**src/dwt_map.vh**
```
// register map, field positions, reset values and divider constants of the dual watchdog
`ifndef DWT_MAP_VH
`define DWT_MAP_VH

`define DWT_ADDR_W          12
`define DWT_OFF_CTRL        12'h000
`define DWT_OFF_STATUS      12'h004
`define DWT_OFF_WDT_COUNT   12'h008
`define DWT_OFF_DEEP_COUNT  12'h00C

`define DWT_CTRL_POST_LSB   0
`define DWT_CTRL_POST_MSB   3
`define DWT_CTRL_PRESEL     4
`define DWT_CTRL_WINDOW_DISABLE     6
`define DWT_CTRL_HWEN       7
`define DWT_CTRL_DPOST_LSB  8
`define DWT_CTRL_DPOST_MSB  11
`define DWT_CTRL_DCLKSEL    12
`define DWT_CTRL_DEN        15
`define DWT_CTRL_W          16
`define DWT_CTRL_RESET      16'h9FDF
`define DWT_CTRL_WMASK      16'h9FDF

`define DWT_STAT_IDLE       2
`define DWT_STAT_SLEEP      3
`define DWT_STAT_TIMEOUT    4
`define DWT_STAT_SWEN       5

`define DWT_PRE_SHORT_LOG2  5'h05
`define DWT_PRE_LONG_LOG2   5'h07
`define DWT_DEEP_PRE_LOG2   5'h05

`endif

```
**src/dwt_top.v**
```verilog
// main and deep-sleep watchdog with APB registers
// Function
// - main watchdog ticks from low-power RC oscillator
// - prescaler divides by 32 or 128
// - prescaler output is the base time unit
// - 4-bit postscaler, sixteen ratios up to 32768
// - reset clears all counters; clock switch clears the main watchdog counters
// - power-save entry and exit clear counters
// - clear instruction restarts counter and scalers
// - time-out in sleep or idle wakes device
// - sleep and idle flags stay set after wake
// - time-out flag sticky until software clears it
// - windowed clear accepted only in last quarter
// - early windowed clear causes watchdog reset
// - window mode active when window-disable is zero
// - hardware enable forces watchdog always on
// - else software enable bit, cleared on reset
// - deep watchdog runs in deep sleep, selectable clock
// - clock-select one picks RC, zero secondary
// - deep watchdog 4-bit postscale selects time-out
// - deep prescale 32, postscale ratio 2^(2k+1)
// - deep enable enables its clock, wakes device
`timescale 1ns/100ps
`default_nettype none
`include "dwt_map.vh"
module dwt_top #(
	parameter POST_W      = 15,
	parameter DEEP_POST_W = 31
) (
	input  wire                   mclk,
	input  wire                   rstn,
	input  wire                   psel,
	input  wire                   penable,
	input  wire                   pwrite,
	input  wire [`DWT_ADDR_W-1:0] paddr,
	input  wire [31:0]            pwdata,
	output reg  [31:0]            prdata,
	output wire                   pready,
	output wire                   pslverr,
	input  wire                   low_power_rc_osc,
	input  wire                   secondary_osc,
	input  wire                   clear_watchdog_instruction,
	input  wire                   power_save_instruction,
	input  wire                   power_save_idle,
	input  wire                   wake_event,
	input  wire                   osc_switch_done,
	input  wire                   deep_sleep_active,
	output reg                    wdt_reset_request,
	output reg                    wdt_wake_up,
	output reg                    deep_wdt_wake_up,
	output wire                   low_power_rc_osc_enable,
	output wire                   secondary_osc_enable,
	output wire                   power_mode_sleep,
	output wire                   power_mode_idle
);

	localparam MODE_RUN   = 2'b00;
	localparam MODE_SLEEP = 2'b01;
	localparam MODE_IDLE  = 2'b10;

	reg  [1:0]                rst_sync_reg;
	wire                      rst_n;
	reg  [1:0]                low_power_rc_osc_sync_reg;
	reg  [1:0]                secondary_osc_sync_reg;
	reg                       low_power_rc_osc_last_reg;
	reg                       secondary_osc_last_reg;
	wire                      low_power_rc_osc_tick;
	wire                      secondary_osc_tick;

	reg  [`DWT_CTRL_W-1:0]    ctrl_reg;
	reg                       sw_en_reg;
	reg                       timeout_flag_reg;
	reg                       sleep_flag_reg;
	reg                       idle_flag_reg;
	reg  [1:0]                mode_reg;
	reg  [1:0]                mode_next;

	wire                      apb_setup;
	wire                      apb_write;
	wire                      addr_ok;
	wire                      wr_ctrl;
	wire                      wr_status;
	reg  [31:0]               rd_value;

	wire [3:0]                wdt_postscale_select;
	wire                      wdt_prescale_select;
	wire                      window_disable;
	wire                      wdt_hw_enable;
	wire [3:0]                deep_wdt_postscale_select;
	wire                      deep_wdt_clock_select;
	wire                      deep_wdt_enable;
	wire                      wdt_enabled;
	wire                      running;

	wire [4:0]                pre_log2;
	wire [4:0]                post_log2;
	wire [6:0]                pre_cnt;
	wire [POST_W-1:0]         post_cnt;
	wire                      wdt_timeout;
	wire                      clear_watchdog_instruction_run;
	wire                      window_open;
	wire                      clear_early;
	wire                      enter_save;
	wire                      leave_save;
	wire                      wdt_clear;
	wire                      wake_clear;
	wire                      clr_timeout;
	wire                      clr_sleep;
	wire                      clr_idle;
	wire [22:0]               elapsed;
	wire [22:0]               total;
	wire [22:0]               threshold;
	wire [POST_W-1:0]         post_max;
	wire [6:0]                pre_max;

	wire                      deep_tick;
	wire                      deep_run;
	wire [4:0]                deep_post_log2;
	wire [6:0]                deep_pre_cnt;
	wire [DEEP_POST_W-1:0]    deep_post_cnt;
	wire                      deep_timeout;

	// reset release through two flops
	always @(posedge mclk or negedge rstn) begin
		if (!rstn)
			rst_sync_reg <= 2'b00;
		else
			rst_sync_reg <= {rst_sync_reg[0], 1'b1};
	end
	assign rst_n = rst_sync_reg[1];

	// oscillator pins are asynchronous; ticks come from the synchronised copy only
	always @(posedge mclk or negedge rst_n) begin
		if (!rst_n) begin
			low_power_rc_osc_sync_reg <= 2'b00;
			secondary_osc_sync_reg <= 2'b00;
			low_power_rc_osc_last_reg <= 1'b0;
			secondary_osc_last_reg <= 1'b0;
		end else begin
			low_power_rc_osc_sync_reg <= {low_power_rc_osc_sync_reg[0], low_power_rc_osc};
			secondary_osc_sync_reg <= {secondary_osc_sync_reg[0], secondary_osc};
			low_power_rc_osc_last_reg <= low_power_rc_osc_sync_reg[1];
			secondary_osc_last_reg <= secondary_osc_sync_reg[1];
		end
	end
	assign low_power_rc_osc_tick = low_power_rc_osc_sync_reg[1] && !low_power_rc_osc_last_reg;
	assign secondary_osc_tick = secondary_osc_sync_reg[1] && !secondary_osc_last_reg;

	assign wdt_postscale_select      = ctrl_reg[`DWT_CTRL_POST_MSB:`DWT_CTRL_POST_LSB];
	assign wdt_prescale_select       = ctrl_reg[`DWT_CTRL_PRESEL];
	assign window_disable            = ctrl_reg[`DWT_CTRL_WINDOW_DISABLE];
	assign wdt_hw_enable             = ctrl_reg[`DWT_CTRL_HWEN];
	assign deep_wdt_postscale_select = ctrl_reg[`DWT_CTRL_DPOST_MSB:`DWT_CTRL_DPOST_LSB];
	assign deep_wdt_clock_select     = ctrl_reg[`DWT_CTRL_DCLKSEL];
	assign deep_wdt_enable           = ctrl_reg[`DWT_CTRL_DEN];

	// APB slave, zero wait states
	assign apb_setup = psel && !penable;
	assign apb_write = psel && penable && pwrite;
	assign addr_ok   = (paddr == `DWT_OFF_CTRL) || (paddr == `DWT_OFF_STATUS) ||
	                   (paddr == `DWT_OFF_WDT_COUNT) || (paddr == `DWT_OFF_DEEP_COUNT);
	assign pready    = 1'b1;
	assign pslverr   = psel && penable && !addr_ok;
	assign wr_ctrl   = apb_write && (paddr == `DWT_OFF_CTRL);
	assign wr_status = apb_write && (paddr == `DWT_OFF_STATUS);

	always @* begin
		rd_value = 32'h0000_0000;
		if (paddr == `DWT_OFF_CTRL) begin
			rd_value[`DWT_CTRL_W-1:0] = ctrl_reg;
		end else if (paddr == `DWT_OFF_STATUS) begin
			rd_value[`DWT_STAT_IDLE]    = idle_flag_reg;
			rd_value[`DWT_STAT_SLEEP]   = sleep_flag_reg;
			rd_value[`DWT_STAT_TIMEOUT] = timeout_flag_reg;
			rd_value[`DWT_STAT_SWEN]    = sw_en_reg;
		end else if (paddr == `DWT_OFF_WDT_COUNT) begin
			rd_value[22:0] = elapsed;
		end else if (paddr == `DWT_OFF_DEEP_COUNT) begin
			rd_value[DEEP_POST_W-1:0] = deep_post_cnt;
		end
	end

	// read data latched in setup, stable through the access phase
	always @(posedge mclk or negedge rst_n) begin
		if (!rst_n)
			prdata <= 32'h0000_0000;
		else if (apb_setup && !pwrite)
			prdata <= rd_value;
	end

	// unused control bits are not stored, so they read back as zero
	always @(posedge mclk or negedge rst_n) begin
		if (!rst_n)
			ctrl_reg <= `DWT_CTRL_RESET;
		else if (wr_ctrl)
			ctrl_reg <= pwdata[`DWT_CTRL_W-1:0] & `DWT_CTRL_WMASK;
	end

	// clearing the software enable cannot switch off a hardware-enabled watchdog
	assign wdt_enabled = wdt_hw_enable || sw_en_reg;
	assign running     = (mode_reg == MODE_RUN);

	// main watchdog divider
	assign pre_log2  = wdt_prescale_select ? `DWT_PRE_LONG_LOG2 : `DWT_PRE_SHORT_LOG2;
	assign post_log2 = {1'b0, wdt_postscale_select};

	assign enter_save  = running && power_save_instruction;
	assign leave_save  = !running && (wake_event || wdt_timeout);
	assign clear_watchdog_instruction_run  = running && clear_watchdog_instruction && wdt_enabled;
	assign clear_early = clear_watchdog_instruction_run && !window_disable && !window_open;

	// position in the period for the window check
	assign pre_max   = ~(7'h7F << pre_log2);
	assign post_max  = ~({POST_W{1'b1}} << post_log2);
	assign elapsed   = ({{(23-POST_W){1'b0}}, post_cnt} << pre_log2) | {16'h0000, pre_cnt};
	assign total     = (({{(23-POST_W){1'b0}}, post_max} << pre_log2) | {16'h0000, pre_max}) +
	                   23'h000001;
	assign threshold = total - (total >> 2);
	assign window_open = (elapsed >= threshold);

	// a time-out wake already wraps the divider to zero; feeding the time-out
	// back into the clear would close a loop through the divider
	assign wake_clear = !running && wake_event;

	// every restart source; an accepted or early clear both restart the count
	assign wdt_clear = !wdt_enabled || osc_switch_done || enter_save || wake_clear ||
	                   clear_watchdog_instruction_run;

	dwt_divider #(
		.PRE_W  (7),
		.POST_W (POST_W)
	) main_div (
		.mclk      (mclk),
		.rst_n     (rst_n),
		.tick      (low_power_rc_osc_tick),
		.clear     (wdt_clear),
		.pre_log2  (pre_log2),
		.post_log2 (post_log2),
		.pre_cnt   (pre_cnt),
		.post_cnt  (post_cnt),
		.timeout   (wdt_timeout)
	);

	// power-save mode tracking
	always @* begin
		mode_next = mode_reg;
		case (mode_reg)
			MODE_RUN: begin
				if (enter_save)
					mode_next = power_save_idle ? MODE_IDLE : MODE_SLEEP;
			end
			MODE_SLEEP, MODE_IDLE: begin
				if (leave_save)
					mode_next = MODE_RUN;
			end
			default: begin
				mode_next = MODE_RUN;
			end
		endcase
	end

	always @(posedge mclk or negedge rst_n) begin
		if (!rst_n)
			mode_reg <= MODE_RUN;
		else
			mode_reg <= mode_next;
	end
	assign power_mode_sleep = (mode_reg == MODE_SLEEP);
	assign power_mode_idle  = (mode_reg == MODE_IDLE);

	// status flags: hardware set beats a software clear in the same cycle
	assign clr_timeout = wr_status && !pwdata[`DWT_STAT_TIMEOUT];
	assign clr_sleep   = wr_status && !pwdata[`DWT_STAT_SLEEP];
	assign clr_idle    = wr_status && !pwdata[`DWT_STAT_IDLE];

	always @(posedge mclk or negedge rst_n) begin
		if (!rst_n) begin
			sw_en_reg        <= 1'b0;
			timeout_flag_reg <= 1'b0;
			sleep_flag_reg   <= 1'b0;
			idle_flag_reg    <= 1'b0;
		end else begin
			if (wr_status)
				sw_en_reg <= pwdata[`DWT_STAT_SWEN];
			timeout_flag_reg <= wdt_timeout || clear_early ||
			                    (timeout_flag_reg && !clr_timeout);
			// wake leaves these alone; only software clears them
			sleep_flag_reg <= (enter_save && !power_save_idle) ||
			                  (sleep_flag_reg && !clr_sleep);
			idle_flag_reg  <= (enter_save && power_save_idle) ||
			                  (idle_flag_reg && !clr_idle);
		end
	end

	// time-out resets in run mode, wakes in sleep or idle
	// registered, so a settling time-out term never glitches the reset line
	always @(posedge mclk or negedge rst_n) begin
		if (!rst_n) begin
			wdt_reset_request <= 1'b0;
			wdt_wake_up       <= 1'b0;
		end else begin
			wdt_reset_request <= (running && wdt_timeout) || clear_early;
			wdt_wake_up       <= !running && wdt_timeout;
		end
	end

	// deep-sleep watchdog
	// counters held at zero outside deep sleep, so every entry starts a full period
	assign deep_tick      = deep_wdt_clock_select ? low_power_rc_osc_tick : secondary_osc_tick;
	assign deep_run       = deep_wdt_enable && deep_sleep_active;
	assign deep_post_log2 = {deep_wdt_postscale_select, 1'b1};

	dwt_divider #(
		.PRE_W  (7),
		.POST_W (DEEP_POST_W)
	) deep_div (
		.mclk      (mclk),
		.rst_n     (rst_n),
		.tick      (deep_tick),
		.clear     (!deep_run),
		.pre_log2  (`DWT_DEEP_PRE_LOG2),
		.post_log2 (deep_post_log2),
		.pre_cnt   (deep_pre_cnt),
		.post_cnt  (deep_post_cnt),
		.timeout   (deep_timeout)
	);

	always @(posedge mclk or negedge rst_n) begin
		if (!rst_n)
			deep_wdt_wake_up <= 1'b0;
		else
			deep_wdt_wake_up <= deep_timeout;
	end

	// a watchdog enable also switches on its clock source
	assign low_power_rc_osc_enable = wdt_enabled || (deep_wdt_enable && deep_wdt_clock_select);
	assign secondary_osc_enable    = deep_wdt_enable && !deep_wdt_clock_select;

endmodule
`default_nettype wire

```
**src/dwt_divider.v**
```verilog
// prescaler and postscaler chain counting oscillator ticks up to a time-out
`timescale 1ns/100ps
`default_nettype none
module dwt_divider #(
	parameter PRE_W  = 7,
	parameter POST_W = 15
) (
	input  wire              mclk,
	input  wire              rst_n,
	input  wire              tick,
	input  wire              clear,
	input  wire [4:0]        pre_log2,
	input  wire [4:0]        post_log2,
	output wire [PRE_W-1:0]  pre_cnt,
	output wire [POST_W-1:0] post_cnt,
	output wire              timeout
);

	reg  [PRE_W-1:0]  pre_reg;
	reg  [POST_W-1:0] post_reg;
	wire [PRE_W-1:0]  pre_max;
	wire [POST_W-1:0] post_max;
	wire              pre_wrap;

	assign pre_max  = ~({PRE_W{1'b1}} << pre_log2);
	assign post_max = ~({POST_W{1'b1}} << post_log2);
	assign pre_wrap = tick && (pre_reg == pre_max);
	assign timeout  = !clear && pre_wrap && (post_reg == post_max);
	assign pre_cnt  = pre_reg;
	assign post_cnt = post_reg;

	always @(posedge mclk or negedge rst_n) begin
		if (!rst_n) begin
			pre_reg  <= {PRE_W{1'b0}};
			post_reg <= {POST_W{1'b0}};
		end else if (clear) begin
			pre_reg  <= {PRE_W{1'b0}};
			post_reg <= {POST_W{1'b0}};
		end else if (tick) begin
			if (pre_wrap) begin
				pre_reg <= {PRE_W{1'b0}};
				if (post_reg == post_max)
					post_reg <= {POST_W{1'b0}};
				else
					post_reg <= post_reg + {{(POST_W-1){1'b0}}, 1'b1};
			end else begin
				pre_reg <= pre_reg + {{(PRE_W-1){1'b0}}, 1'b1};
			end
		end
	end

endmodule
`default_nettype wire

```
**config.mk**
```make
export PLATFORM = sky130hd
export DESIGN_NAME = dwt_top
export DESIGN_NICKNAME = d
export VERILOG_FILES = /design/src/dwt_top.v /design/src/dwt_divider.v
export VERILOG_INCLUDE_DIRS = /design/src /design/src/src
export SDC_FILE = /design/constraint.sdc
export NUM_CORES = 1
export LEC_CHECK = 0
export BUFFER_PORTS_ARGS = -buffer_cell sky130_fd_sc_hd__buf_4
export CAP_MARGIN = 10
export CORE_ASPECT_RATIO = 1.5
export CORE_MARGIN = 3
export CORE_UTILIZATION = 50
export DETAILED_ROUTE_END_ITERATION = 8
export PLACE_DENSITY = 0.72
export SYNTH_ARGS = -nofsm -noshare
export SYNTH_HDL_FRONTEND = slang
export SYNTH_SLANG_ARGS = --single-unit
```
**constraint.sdc**
```tcl
create_clock -name mclk -period 3.55 [get_ports mclk]
set_clock_uncertainty 0.2 [all_clocks]
set_input_delay 0.71 -clock mclk [delete_from_list [all_inputs] [get_ports mclk]]
set_output_delay 0.71 -clock mclk [all_outputs]
set_load 0.01 [all_outputs]
```
=== After elaboration in Yosys (flattened, before gate mapping) ===
Cells that the tools add are included.

* Bits in registers: 121
* Input bits: 57
* Output and inout bits: 41
* Word-level logic and storage cells: 153

* Add/subtract/negate cells: 6
* $lt $le $gt $ge: 1
* Equality and inequality tests: 13
* Shift-type cells: 5
* Muxes and demuxes: 28
* Bitwise logic cells: 5
* Reductions and logical operators: 76

{| class="wikitable"
|+ Operators by type and width
! operator !! count
|-
| two-way mux 31 bit || 5
|-
| two-way mux 15 bit || 5
|-
| OR 23 x 7 -> 23 bit || 2
|-
| << shifter 15 x 3 -> 23 bit || 2
|-
| two-way mux 7 bit || 6
|-
| logical AND 1 bit || 35
|-
| adder 31 x 1 -> 31 bit (second input constant) || 1
|-
| equality test 31 bit || 1
|-
| inverter 31 bit || 1
|-
| << shifter 31 x 5 -> 31 bit (first input constant) || 1
|-
| two-way mux 25 bit || 1
|-
| equality test 12 x 4 -> 1 bit (second input constant) || 2
|-
| adder 23 x 1 -> 23 bit (second input constant) || 1
|-
| greater-or-equal comparator 23 bit || 1
|-
| two-way mux 23 bit || 1
|-
| subtractor 23 x 21 -> 23 bit || 1
|-
| zero test 1 bit || 18
|-
| two-way mux 16 bit || 1
|-
| adder 15 x 1 -> 15 bit (second input constant) || 1
|-
| equality test 15 bit || 1
|-
| logical OR 1 bit || 15
|-
| inverter 15 bit || 1
|-
| << shifter 15 x 4 -> 15 bit (first input constant) || 1
|-
| adder 7 x 1 -> 7 bit (second input constant) || 2
|-
| other kinds (19) || 28
|}

=== Longest topological paths before layout ===
Gate-level depths: netlist of run 1.

* Word-level depth: 13
* Mapped depth: 30
* Depth with buffers taken out: 26

=== Modules after synthesis ===
From an unflattened synthesis of run 1, not the netlist that was laid out.

* Cell total of the unflattened synthesis: 1171
* Area total of the unflattened synthesis: 9824.4 µm²

{| class="wikitable"
|+ By module, submodules not included
! module !! instances !! cells each !! area each (µm²) !! seq. area each (µm²)
|-
| dwt_top || 1 || 571 || 5028.6 || 1542.7
|-
| dwt_divider at deep_div || 1 || 388 || 3057.9 || 950.9
|-
| dwt_divider at main_div || 1 || 212 || 1737.9 || 550.5
|}

=== Worst setup path after synthesis of run 1 ===
No wires, ideal clock.

* Path kind: register to register
* Start point: register ctrl_reg[4]
* End point: register wdt_reset_request
* Library setup time: 135 ps
* Data arrival time: 5202 ps
* Data required time: 3215 ps
* Path slack: -1987 ps
* Stages on the path, launching flop included: 31
* Path buffers: 6
* Clock period less this slack: 5537 ps
* Cells stage by stage: dfstp_2 buf_6 buf_2 clkbuf_1 nor3_1 inv_1 ha_1 buf_2 buf_2 buf_1 nand2_1 o21ai_0 nand2_1 o21ai_0 inv_1 ha_1 and4_1 nand2_1 o211ai_1 a31oi_2 nor2_1 a2111oi_2 xor2_1 ha_1 nand4_1 nor4_1 a21oi_1 o21ai_0 nor3_1 a21oi_1 o211ai_1

* Cells in the longest elaborated chain, start to end: 10
* Elaborated cells on any way between the ends: 18
* Those cells by class: 2 x add/sub; 1 x order compare; 1 x eq/ne; 3 x shift; 1 x mux; 3 x bitwise; 7 x reduce/logical

{| class="wikitable"
|+ RTL lines
! element !! RTL line !! RTL
|-
| start, declared || dwt_top.v:70 || <nowiki>reg [`DWT_CTRL_W-1:0] ctrl_reg;</nowiki>
|-
| start signal, assigned || dwt_top.v:194 || <nowiki>ctrl_reg <= `DWT_CTRL_RESET;</nowiki>
|-
| start signal, assigned || dwt_top.v:196 || <nowiki>ctrl_reg <= pwdata[`DWT_CTRL_W-1:0] & `DWT_CTRL_WMASK;</nowiki>
|-
| two-way mux 2 bit (no source line) (*) || -- ||
|-
| << shifter 7 x 3 -> 7 bit || dwt_top.v:213, dwt_divider.v:25 ||
|-
| inverter 7 bit || dwt_top.v:213, dwt_divider.v:25 ||
|-
| OR 23 x 7 -> 23 bit || dwt_top.v:216 || <nowiki>assign total = (({{(23-POST_W){1'b0}}, post_max} << pre_log2) | {16'h0000, pre_max}) +</nowiki>
|-
| adder 23 x 1 -> 23 bit || dwt_top.v:216 ||
|-
| subtractor 23 x 21 -> 23 bit || dwt_top.v:218 || <nowiki>assign threshold = total - (total >> 2);</nowiki>
|-
| greater-or-equal comparator 23 bit || dwt_top.v:219 || <nowiki>assign window_open = (elapsed >= threshold);</nowiki>
|-
| zero test 1 bit || dwt_top.v:210 || <nowiki>assign clear_early = clear_watchdog_instruction_run && !window_disable && !window_open;</nowiki>
|-
| logical AND 1 bit || dwt_top.v:210 ||
|-
| logical OR 1 bit (*) || dwt_top.v:302 || <nowiki>wdt_reset_request <= (running && wdt_timeout) || clear_early;</nowiki>
|-
| end signal, assigned || dwt_top.v:302 ||
|-
| end, declared || dwt_top.v:48 || <nowiki>output reg wdt_reset_request,</nowiki>
|}

Every way passes the cells marked *; elsewhere a longest branch is shown, timed or not.
A chain may end at the register's enable or synchronous reset.

=== Final worst setup path of run 1 ===
* Start point: register ctrl_reg[1]
* End point: register wdt_reset_request

* Cells in the longest elaborated chain, start to end: 10
* Elaborated cells on any way between the ends: 13
* Those cells by class: 2 x add/sub; 1 x order compare; 1 x eq/ne; 2 x shift; 2 x bitwise; 5 x reduce/logical

{| class="wikitable"
|+ RTL lines
! element !! RTL line
|-
| << shifter 15 x 4 -> 15 bit (*) || dwt_top.v:214, dwt_divider.v:26
|-
| inverter 15 bit (*) || dwt_top.v:214, dwt_divider.v:26
|-
| << shifter 15 x 3 -> 23 bit || dwt_top.v:216
|-
| OR 23 x 7 -> 23 bit || dwt_top.v:216
|-
| adder 23 x 1 -> 23 bit || dwt_top.v:216
|-
| subtractor 23 x 21 -> 23 bit || dwt_top.v:218
|-
| greater-or-equal comparator 23 bit || dwt_top.v:219
|-
| zero test 1 bit || dwt_top.v:210
|-
| logical AND 1 bit || dwt_top.v:210
|-
| logical OR 1 bit (*) || dwt_top.v:302
|}

Marked as above.

==> impl_metrics.csv, run 1 <==
group,metric,value,unit
synth,synth_edf_count,0,
final_layout,seq_area,0.00305,mm²
synth,ys_types,88,
cts,cts_tree,"yes",
die,row_count,60,
detailed_routing,drc_errors,0,
die,fp.dieH,172,µm
timing,hold_viol_final,0,
synth,ys_ff_latch,121,
detailed_routing,num_vias,9197,
timing,fin_setup_tns,-1.98,ns
global_routing,grt_use_met3,4.62,%
synth,yosysWarnings,0,
placed_design,port-buffer-count,77,
cts,clk_pin_slew,0.06,ns
timing,fmax,0.219,GHz
cts,cts-root-buf,"clkbuf_16",
worst_setup_path,worstSetupEndpointType,"flip-flop",
cts,clk_latency,0.42,ns
detailed_routing,drt-wirelength-per-cell,20.8,µm
placed_design,place_congestion,0.991,
synth,synth_seq_area_share,33.0,%
timing,finalCritPeriodShare,129,%
final_layout,fill_cells,1562,
placed_design,pre_cts_slack,-1.14,ns
cts,cts_buffers,17,
final_layout,layout-drive-gt1-share,26.9,%
worst_setup_path,path_class,"reg -> reg",
outcome,failed_checks,"negative setup slack",
worst_setup_path,path_max_fanout,13,
global_routing,busiest_layer,"met2",
final_layout,multi_input_area,0.00586,mm²
die,die_area,0.0201,mm²
die,io_pins,98,
worst_setup_path,crit_slowest_cell,"dfstp_2",
timing,tightestPinTransition,0.948,ns
worst_setup_path,r2r_slack,-1.01,ns
global_routing,overflow,0,
timing,fin_crit,4.56,ns
outcome,outcome,"complete, but fails checks",
synth,synth_area_leaders,"dfrtp_1 29%, ha_1 5.0%, nand2_1 5.0%",
worst_setup_path,arrival,4.65,ns
synth,avgSynthCellArea,8.44,µm²
flow_run,drv_cap,0,
die,die_width,117,µm
die,initial_core_util,51.2,%
timing,timing.slew.headroom,36.2,%
power_and_ir_drop,powerDensity,307,mW/mm²
synth,synth_top_area_share,29.3,%
synth,syn_area,0.00922,mm²
power_and_ir_drop,power.leakage,5.15,nW
detailed_routing,first_iter_violations,698,
global_routing,antenna_found_initial,0,
synth,synth_cells,1092,
global_routing,grt_pass1_wl,47400,µm
detailed_routing,drtAntennaViolNets,0,
placed_design,hpwlAfterDp,22200,µm
final_layout,fin_nets,1319,
cts,htreeDepth,4,
detailed_routing,routed_via_density,6.32,
worst_hold_path,hold_class,"reg -> reg",
worst_setup_path,cp-start-kind,"flip-flop",
detailed_routing,finalWirelength,30300,µm
global_routing,use_met1,32.7,%
global_routing,grt_pass1_vias,9069,
synth,synth-main-ff-cell,"dfrtp_1",
timing,finalWorstSetupSlack,-1.01,ns
cts,cts_sinks,121,
global_routing,grt_max_degree,120,
cts,cts_buffer_depth,2,
timing,setup_viol,2,
detailed_routing,dr.pass1.iters,8,
synth,async_reset_ff_share,100,%
synth,synth_top_area_cell,"dfrtp_1",
final_layout,area_growth,24.7,%
timing,rsz0062_at_grt,"yes",
die,core,0.0180,mm²
timing,final_max_slew_viol_count,0,
worst_setup_path,required,3.63,ns
power_and_ir_drop,vdd_drop_max,0.368,mV
worst_setup_path,cpPeakStageDelay,0.54,ns
final_layout,antenna_cells,0,
global_routing,grt_usage,30.4,%
global_routing,use_met2,53.1,%
## repair_timing
action / CTS / global route
hold buffers: 1 / 0
pin swaps: 29 / 14
hold endpoints to repair: 2 / 0
resized for setup: 34 / 11
setup endpoints to repair: 2 / 2
buffers inserted: 3 / 1
## per-layer routing
layer | part of all wire [%] | up-vias
met2 | 51 | 391
met1 | 35 | 4409
met3 | 5.6 | 130
li1 | - | 4267
met5 | 0 | -
met4 | 7.6 | 0
## logic make-up after synthesis
group	share of synthesized area, %
mux	5.96
simple gates	24.9
fa+ha+maj	5.35
compound gates	20.7
other cells	0.0815
xor+xnor	3.90
buf+inv	6.07
flops	33.0
## synthesized netlist by cell type (all sizes together) (5+ instances only)
| cell type | number |
|---|---|
| inv | 30 |
| nand4 | 16 |
| or4 | 11 |
| a31oi | 19 |
| o31ai | 10 |
| mux2i | 23 |
| xor2 | 25 |
| a21o | 15 |
| o22ai | 8 |
| a211oi | 9 |
| nand3 | 64 |
| a32o | 6 |
| xnor2 | 16 |
| nor4b | 6 |
| o311ai | 5 |
| nor2 | 68 |
| ha | 37 |
| mux2 | 22 |
| nor3 | 35 |
| dfstp | 13 |
| o211ai | 5 |
| a2bb2oi | 7 |
| nand2 | 122 |
| or2 | 8 |
| nor4 | 9 |
| nand2b | 13 |
| or3 | 13 |
| o21ai | 74 |
| a22o | 20 |
| buf | 39 |
| nor2b | 12 |
| and2 | 14 |
| a211o | 7 |
| nor3b | 10 |
| a21oi | 52 |
| clkbuf | 50 |
| and3 | 22 |
| o21a | 8 |
| dfrtp | 108 |
## power by group
part	internal [mW]	switching (mW)
clock	1.22	0.674
sequential	1.39	0.0106
combinational	0.0943	0.129
## worst max-delay path: cells and delay by family, from the launching register on
family,cells,cell delay [ns]
flops,1,0.54
fa+ha+maj,3,0.74
buf+inv,3,0.39
compound gates,11,1.69
simple gates,8,0.77
xor+xnor,1,0.12
## layout by cell type (no fill, tap or decap), drive strengths merged, types with 14 or more instances in the layout
master,count
buf,201
nand2,122
dfrtp,108
o21ai,74
nor2,68
nand3,64
a21oi,52
ha,37
nor3,35
inv,33
xor2,25
mux2i,23
and3,22
mux2,22
a22o,20
clkbuf,20
a31oi,19
nand4,16
xnor2,16
a21o,15
and2,14
## metrics by stage
stage | area, µm² | utilization, % | hold WS (ns) | power, mW | cells
final | 11500 | 63.8 | 0.150 | 3.52 | 1455
after global placement | 10600 | 58.9 | 0.135 | 1.65 | 1418
after CTS | 11400 | 63.5 | 0.153 | 3.53 | 1454
after floorplan | 9320 | - | 0.131 | 1.56 | 1093
after global routing | 11500 | 63.8 | 0.167 | 3.62 | 1455
after detailed placement | 10600 | 58.9 | 0.139 | 1.65 | 1418
## area by class of cell
| class | instances | share of cell area (%) |
|---|---|---|
| multi-input combinational | 853 | 50.9 |
| sequential | 121 | 26.5 |
| timing repair buffer | 202 | 13.6 |
| clock buffer | 20 | 3.97 |
| tap | 217 | 2.36 |
| clock inverter | 12 | 1.63 |
| inverter | 30 | 0.979 |
## worst paths after layout
kind / cells after the start / endpoint / from
setup / recovery: 26 / wdt_reset_request$_DFF_PN0_ / ctrl_reg[1]$_DFFE_PN1P_
hold / removal: 0 / rst_sync_reg[1]$_DFF_PN0_ / rst_sync_reg[0]$_DFF_PN0_
setup reg to reg: 26 / wdt_reset_request$_DFF_PN0_ / ctrl_reg[1]$_DFFE_PN1P_
hold reg to reg: 0 / rst_sync_reg[1]$_DFF_PN0_ / rst_sync_reg[0]$_DFF_PN0_
max in group asynchronous: 1 / prdata[6]$_DFFE_PN0P_ / rst_sync_reg[1]$_DFF_PN0_
min in group asynchronous: 1 / prdata[24]$_DFFE_PN0P_ / rst_sync_reg[1]$_DFF_PN0_
No activity file was read; power rests on OpenSTA's default activity.
==> inputs of run 2 (changes only) <==
- CTS_BUF_LIST: default -> sky130_fd_sc_hd__clkbuf_8 sky130_fd_sc_hd__clkbuf_16
==> impl_metrics.csv, run 2 (synthesized netlist as in run 1, its figures left out) <==
group,metric,value,unit
global_routing,use_met2,53.1,%
die,initial_core_util,51.2,%
timing,fin_crit,4.56,ns
worst_setup_path,cpPeakStageDelay,0.54,ns
outcome,failed_checks,"negative setup slack",
power_and_ir_drop,power_frac_clock,53.8,%
final_layout,fin_nets,1319,
global_routing,overflow,0,
power_and_ir_drop,seqPwrFrac,39.9,%
worst_setup_path,required,3.63,ns
global_routing,grt_pass1_vias,9069,
power_and_ir_drop,power.leakage,5.15,nW
die,die_area,0.0201,mm²
timing,tightestPinTransition,0.948,ns
die,io_pins,98,
global_routing,grt_pass1_wl,47400,µm
detailed_routing,routed_via_density,6.33,
cts,cts-root-buf,"clkbuf_16",
timing,final_max_slew_viol_count,0,
global_routing,grt_usage,30.4,%
timing,fmax,0.219,GHz
placed_design,hpwlAfterDp,22200,µm
cts,cts_sinks,121,
worst_setup_path,arrival,4.65,ns
cts,clk_pin_slew,0.06,ns
detailed_routing,dr.pass1.iters,8,
global_routing,grt_max_degree,120,
timing,fin_setup_tns,-1.98,ns
flow_run,drv_cap,0,
cts,cts_buffers,17,
worst_setup_path,cp-start-kind,"flip-flop",
detailed_routing,drtAntennaViolNets,0,
worst_setup_path,crit_slowest_cell,"dfstp_2",
timing,timing.slew.headroom,36.2,%
die,row_count,60,
power_and_ir_drop,combPwrFrac,6.3,%
global_routing,busiest_layer,"met2",
cts,cts_tree,"yes",
timing,hold_viol_final,0,
detailed_routing,drt-wirelength-per-cell,20.9,µm
final_layout,fin_area,0.0115,mm²
cts,htreeDepth,4,
detailed_routing,drc_errors,0,
cts,cts_buffer_depth,2,
die,die_width,117,µm
timing,finalWorstSetupSlack,-1.01,ns
placed_design,place_congestion,0.991,
worst_setup_path,crit_family,"compound AO/OA/AOI/OAI gates",
placed_design,pre_cts_slack,-1.14,ns
worst_setup_path,path_class,"reg -> reg",
global_routing,antenna_found_initial,0,
detailed_routing,first_iter_violations,698,
power_and_ir_drop,intPower,2.71,mW
placed_design,port-buffer-count,77,
final_layout,fin_cells,1455,
final_layout,final_util,63.8,%
global_routing,grt_use_met3,4.62,%
final_layout,area_growth,24.7,%
worst_hold_path,hold_class,"reg -> reg",
power_and_ir_drop,powerDensity,306,mW/mm²
timing,rsz0062_at_grt,"yes",
cts,clk_latency,0.42,ns
worst_setup_path,path_max_fanout,13,
die,core,0.0180,mm²
final_layout,layout-drive-gt1-share,26.9,%
power_and_ir_drop,power_switching,0.813,mW
placed_design,placedCellCount,1418,
die,fp.dieH,172,µm
final_layout,antenna_cells,0,
power_and_ir_drop,power.total,3.52,mW
final_layout,mostFrequentLayoutCell,"buf_4",
worst_setup_path,worstSetupEndpointType,"flip-flop",
worst_setup_path,path_buf_inv,3,
detailed_routing,num_vias,9212,
power_and_ir_drop,swShare,23.1,%
placed_design,placed_cell_area,0.0106,mm²
timing,setup_viol,2,
detailed_routing,finalWirelength,30300,µm
timing,holdWs,0.150,ns
power_and_ir_drop,vdd_drop_max,0.366,mV
outcome,outcome,"complete, but fails checks",
timing,finalCritPeriodShare,129,%
global_routing,use_met1,32.7,%
final_layout,layout_common_cells,"194 x buf_4, 119 x nand2_1, 107 x dfrtp_1, 68 x o21ai_0, 65 x nor2_1",
## run 2: power groups by stage
| stage | clock [mW] | combinational (mW) | sequential (mW) |
|---|---|---|---|
| after floorplan | 0 | 0.119 | 1.44 |
| after global placement | 0 | 0.218 | 1.43 |
| after CTS | 1.90 | 0.225 | 1.41 |
| final | 1.89 | 0.223 | 1.41 |
| after detailed placement | 0 | 0.223 | 1.43 |
| after global routing | 1.96 | 0.249 | 1.41 |
## run 2: routing by layer
| layer | share of wire [%] | wire, µm |
|---|---|---|
| met4 | 7.6 | 2290 |
| met3 | 5.6 | 1690 |
| met1 | 36 | 10800 |
| met5 | 0 | 0 |
| met2 | 51 | 15600 |
## run 2: worst reg2reg max path: stages (launching register included)
cell,delay [ns]
dfstp_2,0.54
buf_6,0.15
nor3_2,0.07
nand2_1,0.11
ha_4,0.20
nand2_4,0.07
o21ai_2,0.12
nand2_1,0.07
o21ai_2,0.09
inv_2,0.06
ha_4,0.23
a21oi_2,0.12
o21a_1,0.16
o211ai_1,0.14
a31oi_2,0.27
buf_4,0.18
nor2_4,0.04
a2111oi_4,0.28
xor2_1,0.12
ha_1,0.31
nand4_1,0.11
nor4_2,0.24
a21oi_1,0.11
o21ai_1,0.16
nor3_2,0.07
a21oi_2,0.13
o211ai_1,0.11
## run 2: worst paths after layout
check / startpoint / end / slack (ns) / cells after the start
max in group asynchronous: rst_sync_reg[1]$_DFF_PN0_ / prdata[6]$_DFFE_PN0P_ / 2.42 / 1
min: rst_sync_reg[0]$_DFF_PN0_ / rst_sync_reg[1]$_DFF_PN0_ / 0.15 / 0
max reg2reg: ctrl_reg[1]$_DFFE_PN1P_ / wdt_reset_request$_DFF_PN0_ / -1.01 / 26
max: ctrl_reg[1]$_DFFE_PN1P_ / wdt_reset_request$_DFF_PN0_ / -1.01 / 26
min in group asynchronous: rst_sync_reg[1]$_DFF_PN0_ / prdata[24]$_DFFE_PN0P_ / 0.16 / 1
min reg2reg: rst_sync_reg[0]$_DFF_PN0_ / rst_sync_reg[1]$_DFF_PN0_ / 0.15 / 0
## run 2: what timing repair did
action                     in CTS  in global routing
setup endpoints to repair       2                  2
hold endpoints to repair        2                  0
setup buffers                   3                  1
resized for setup              34                 11
hold buffers                    1                  0
pin swaps                      29                 14
## run 2: layout make-up
type / instances / area [µm²]
multi-input combinational: 853 / 5860
inverter: 30 / 113
clock inverter: 13 / 191
tap: 217 / 272
clock buffer: 19 / 453
sequential: 121 / 3050
timing repair buffer: 202 / 1570
fill: 1562 / 6520
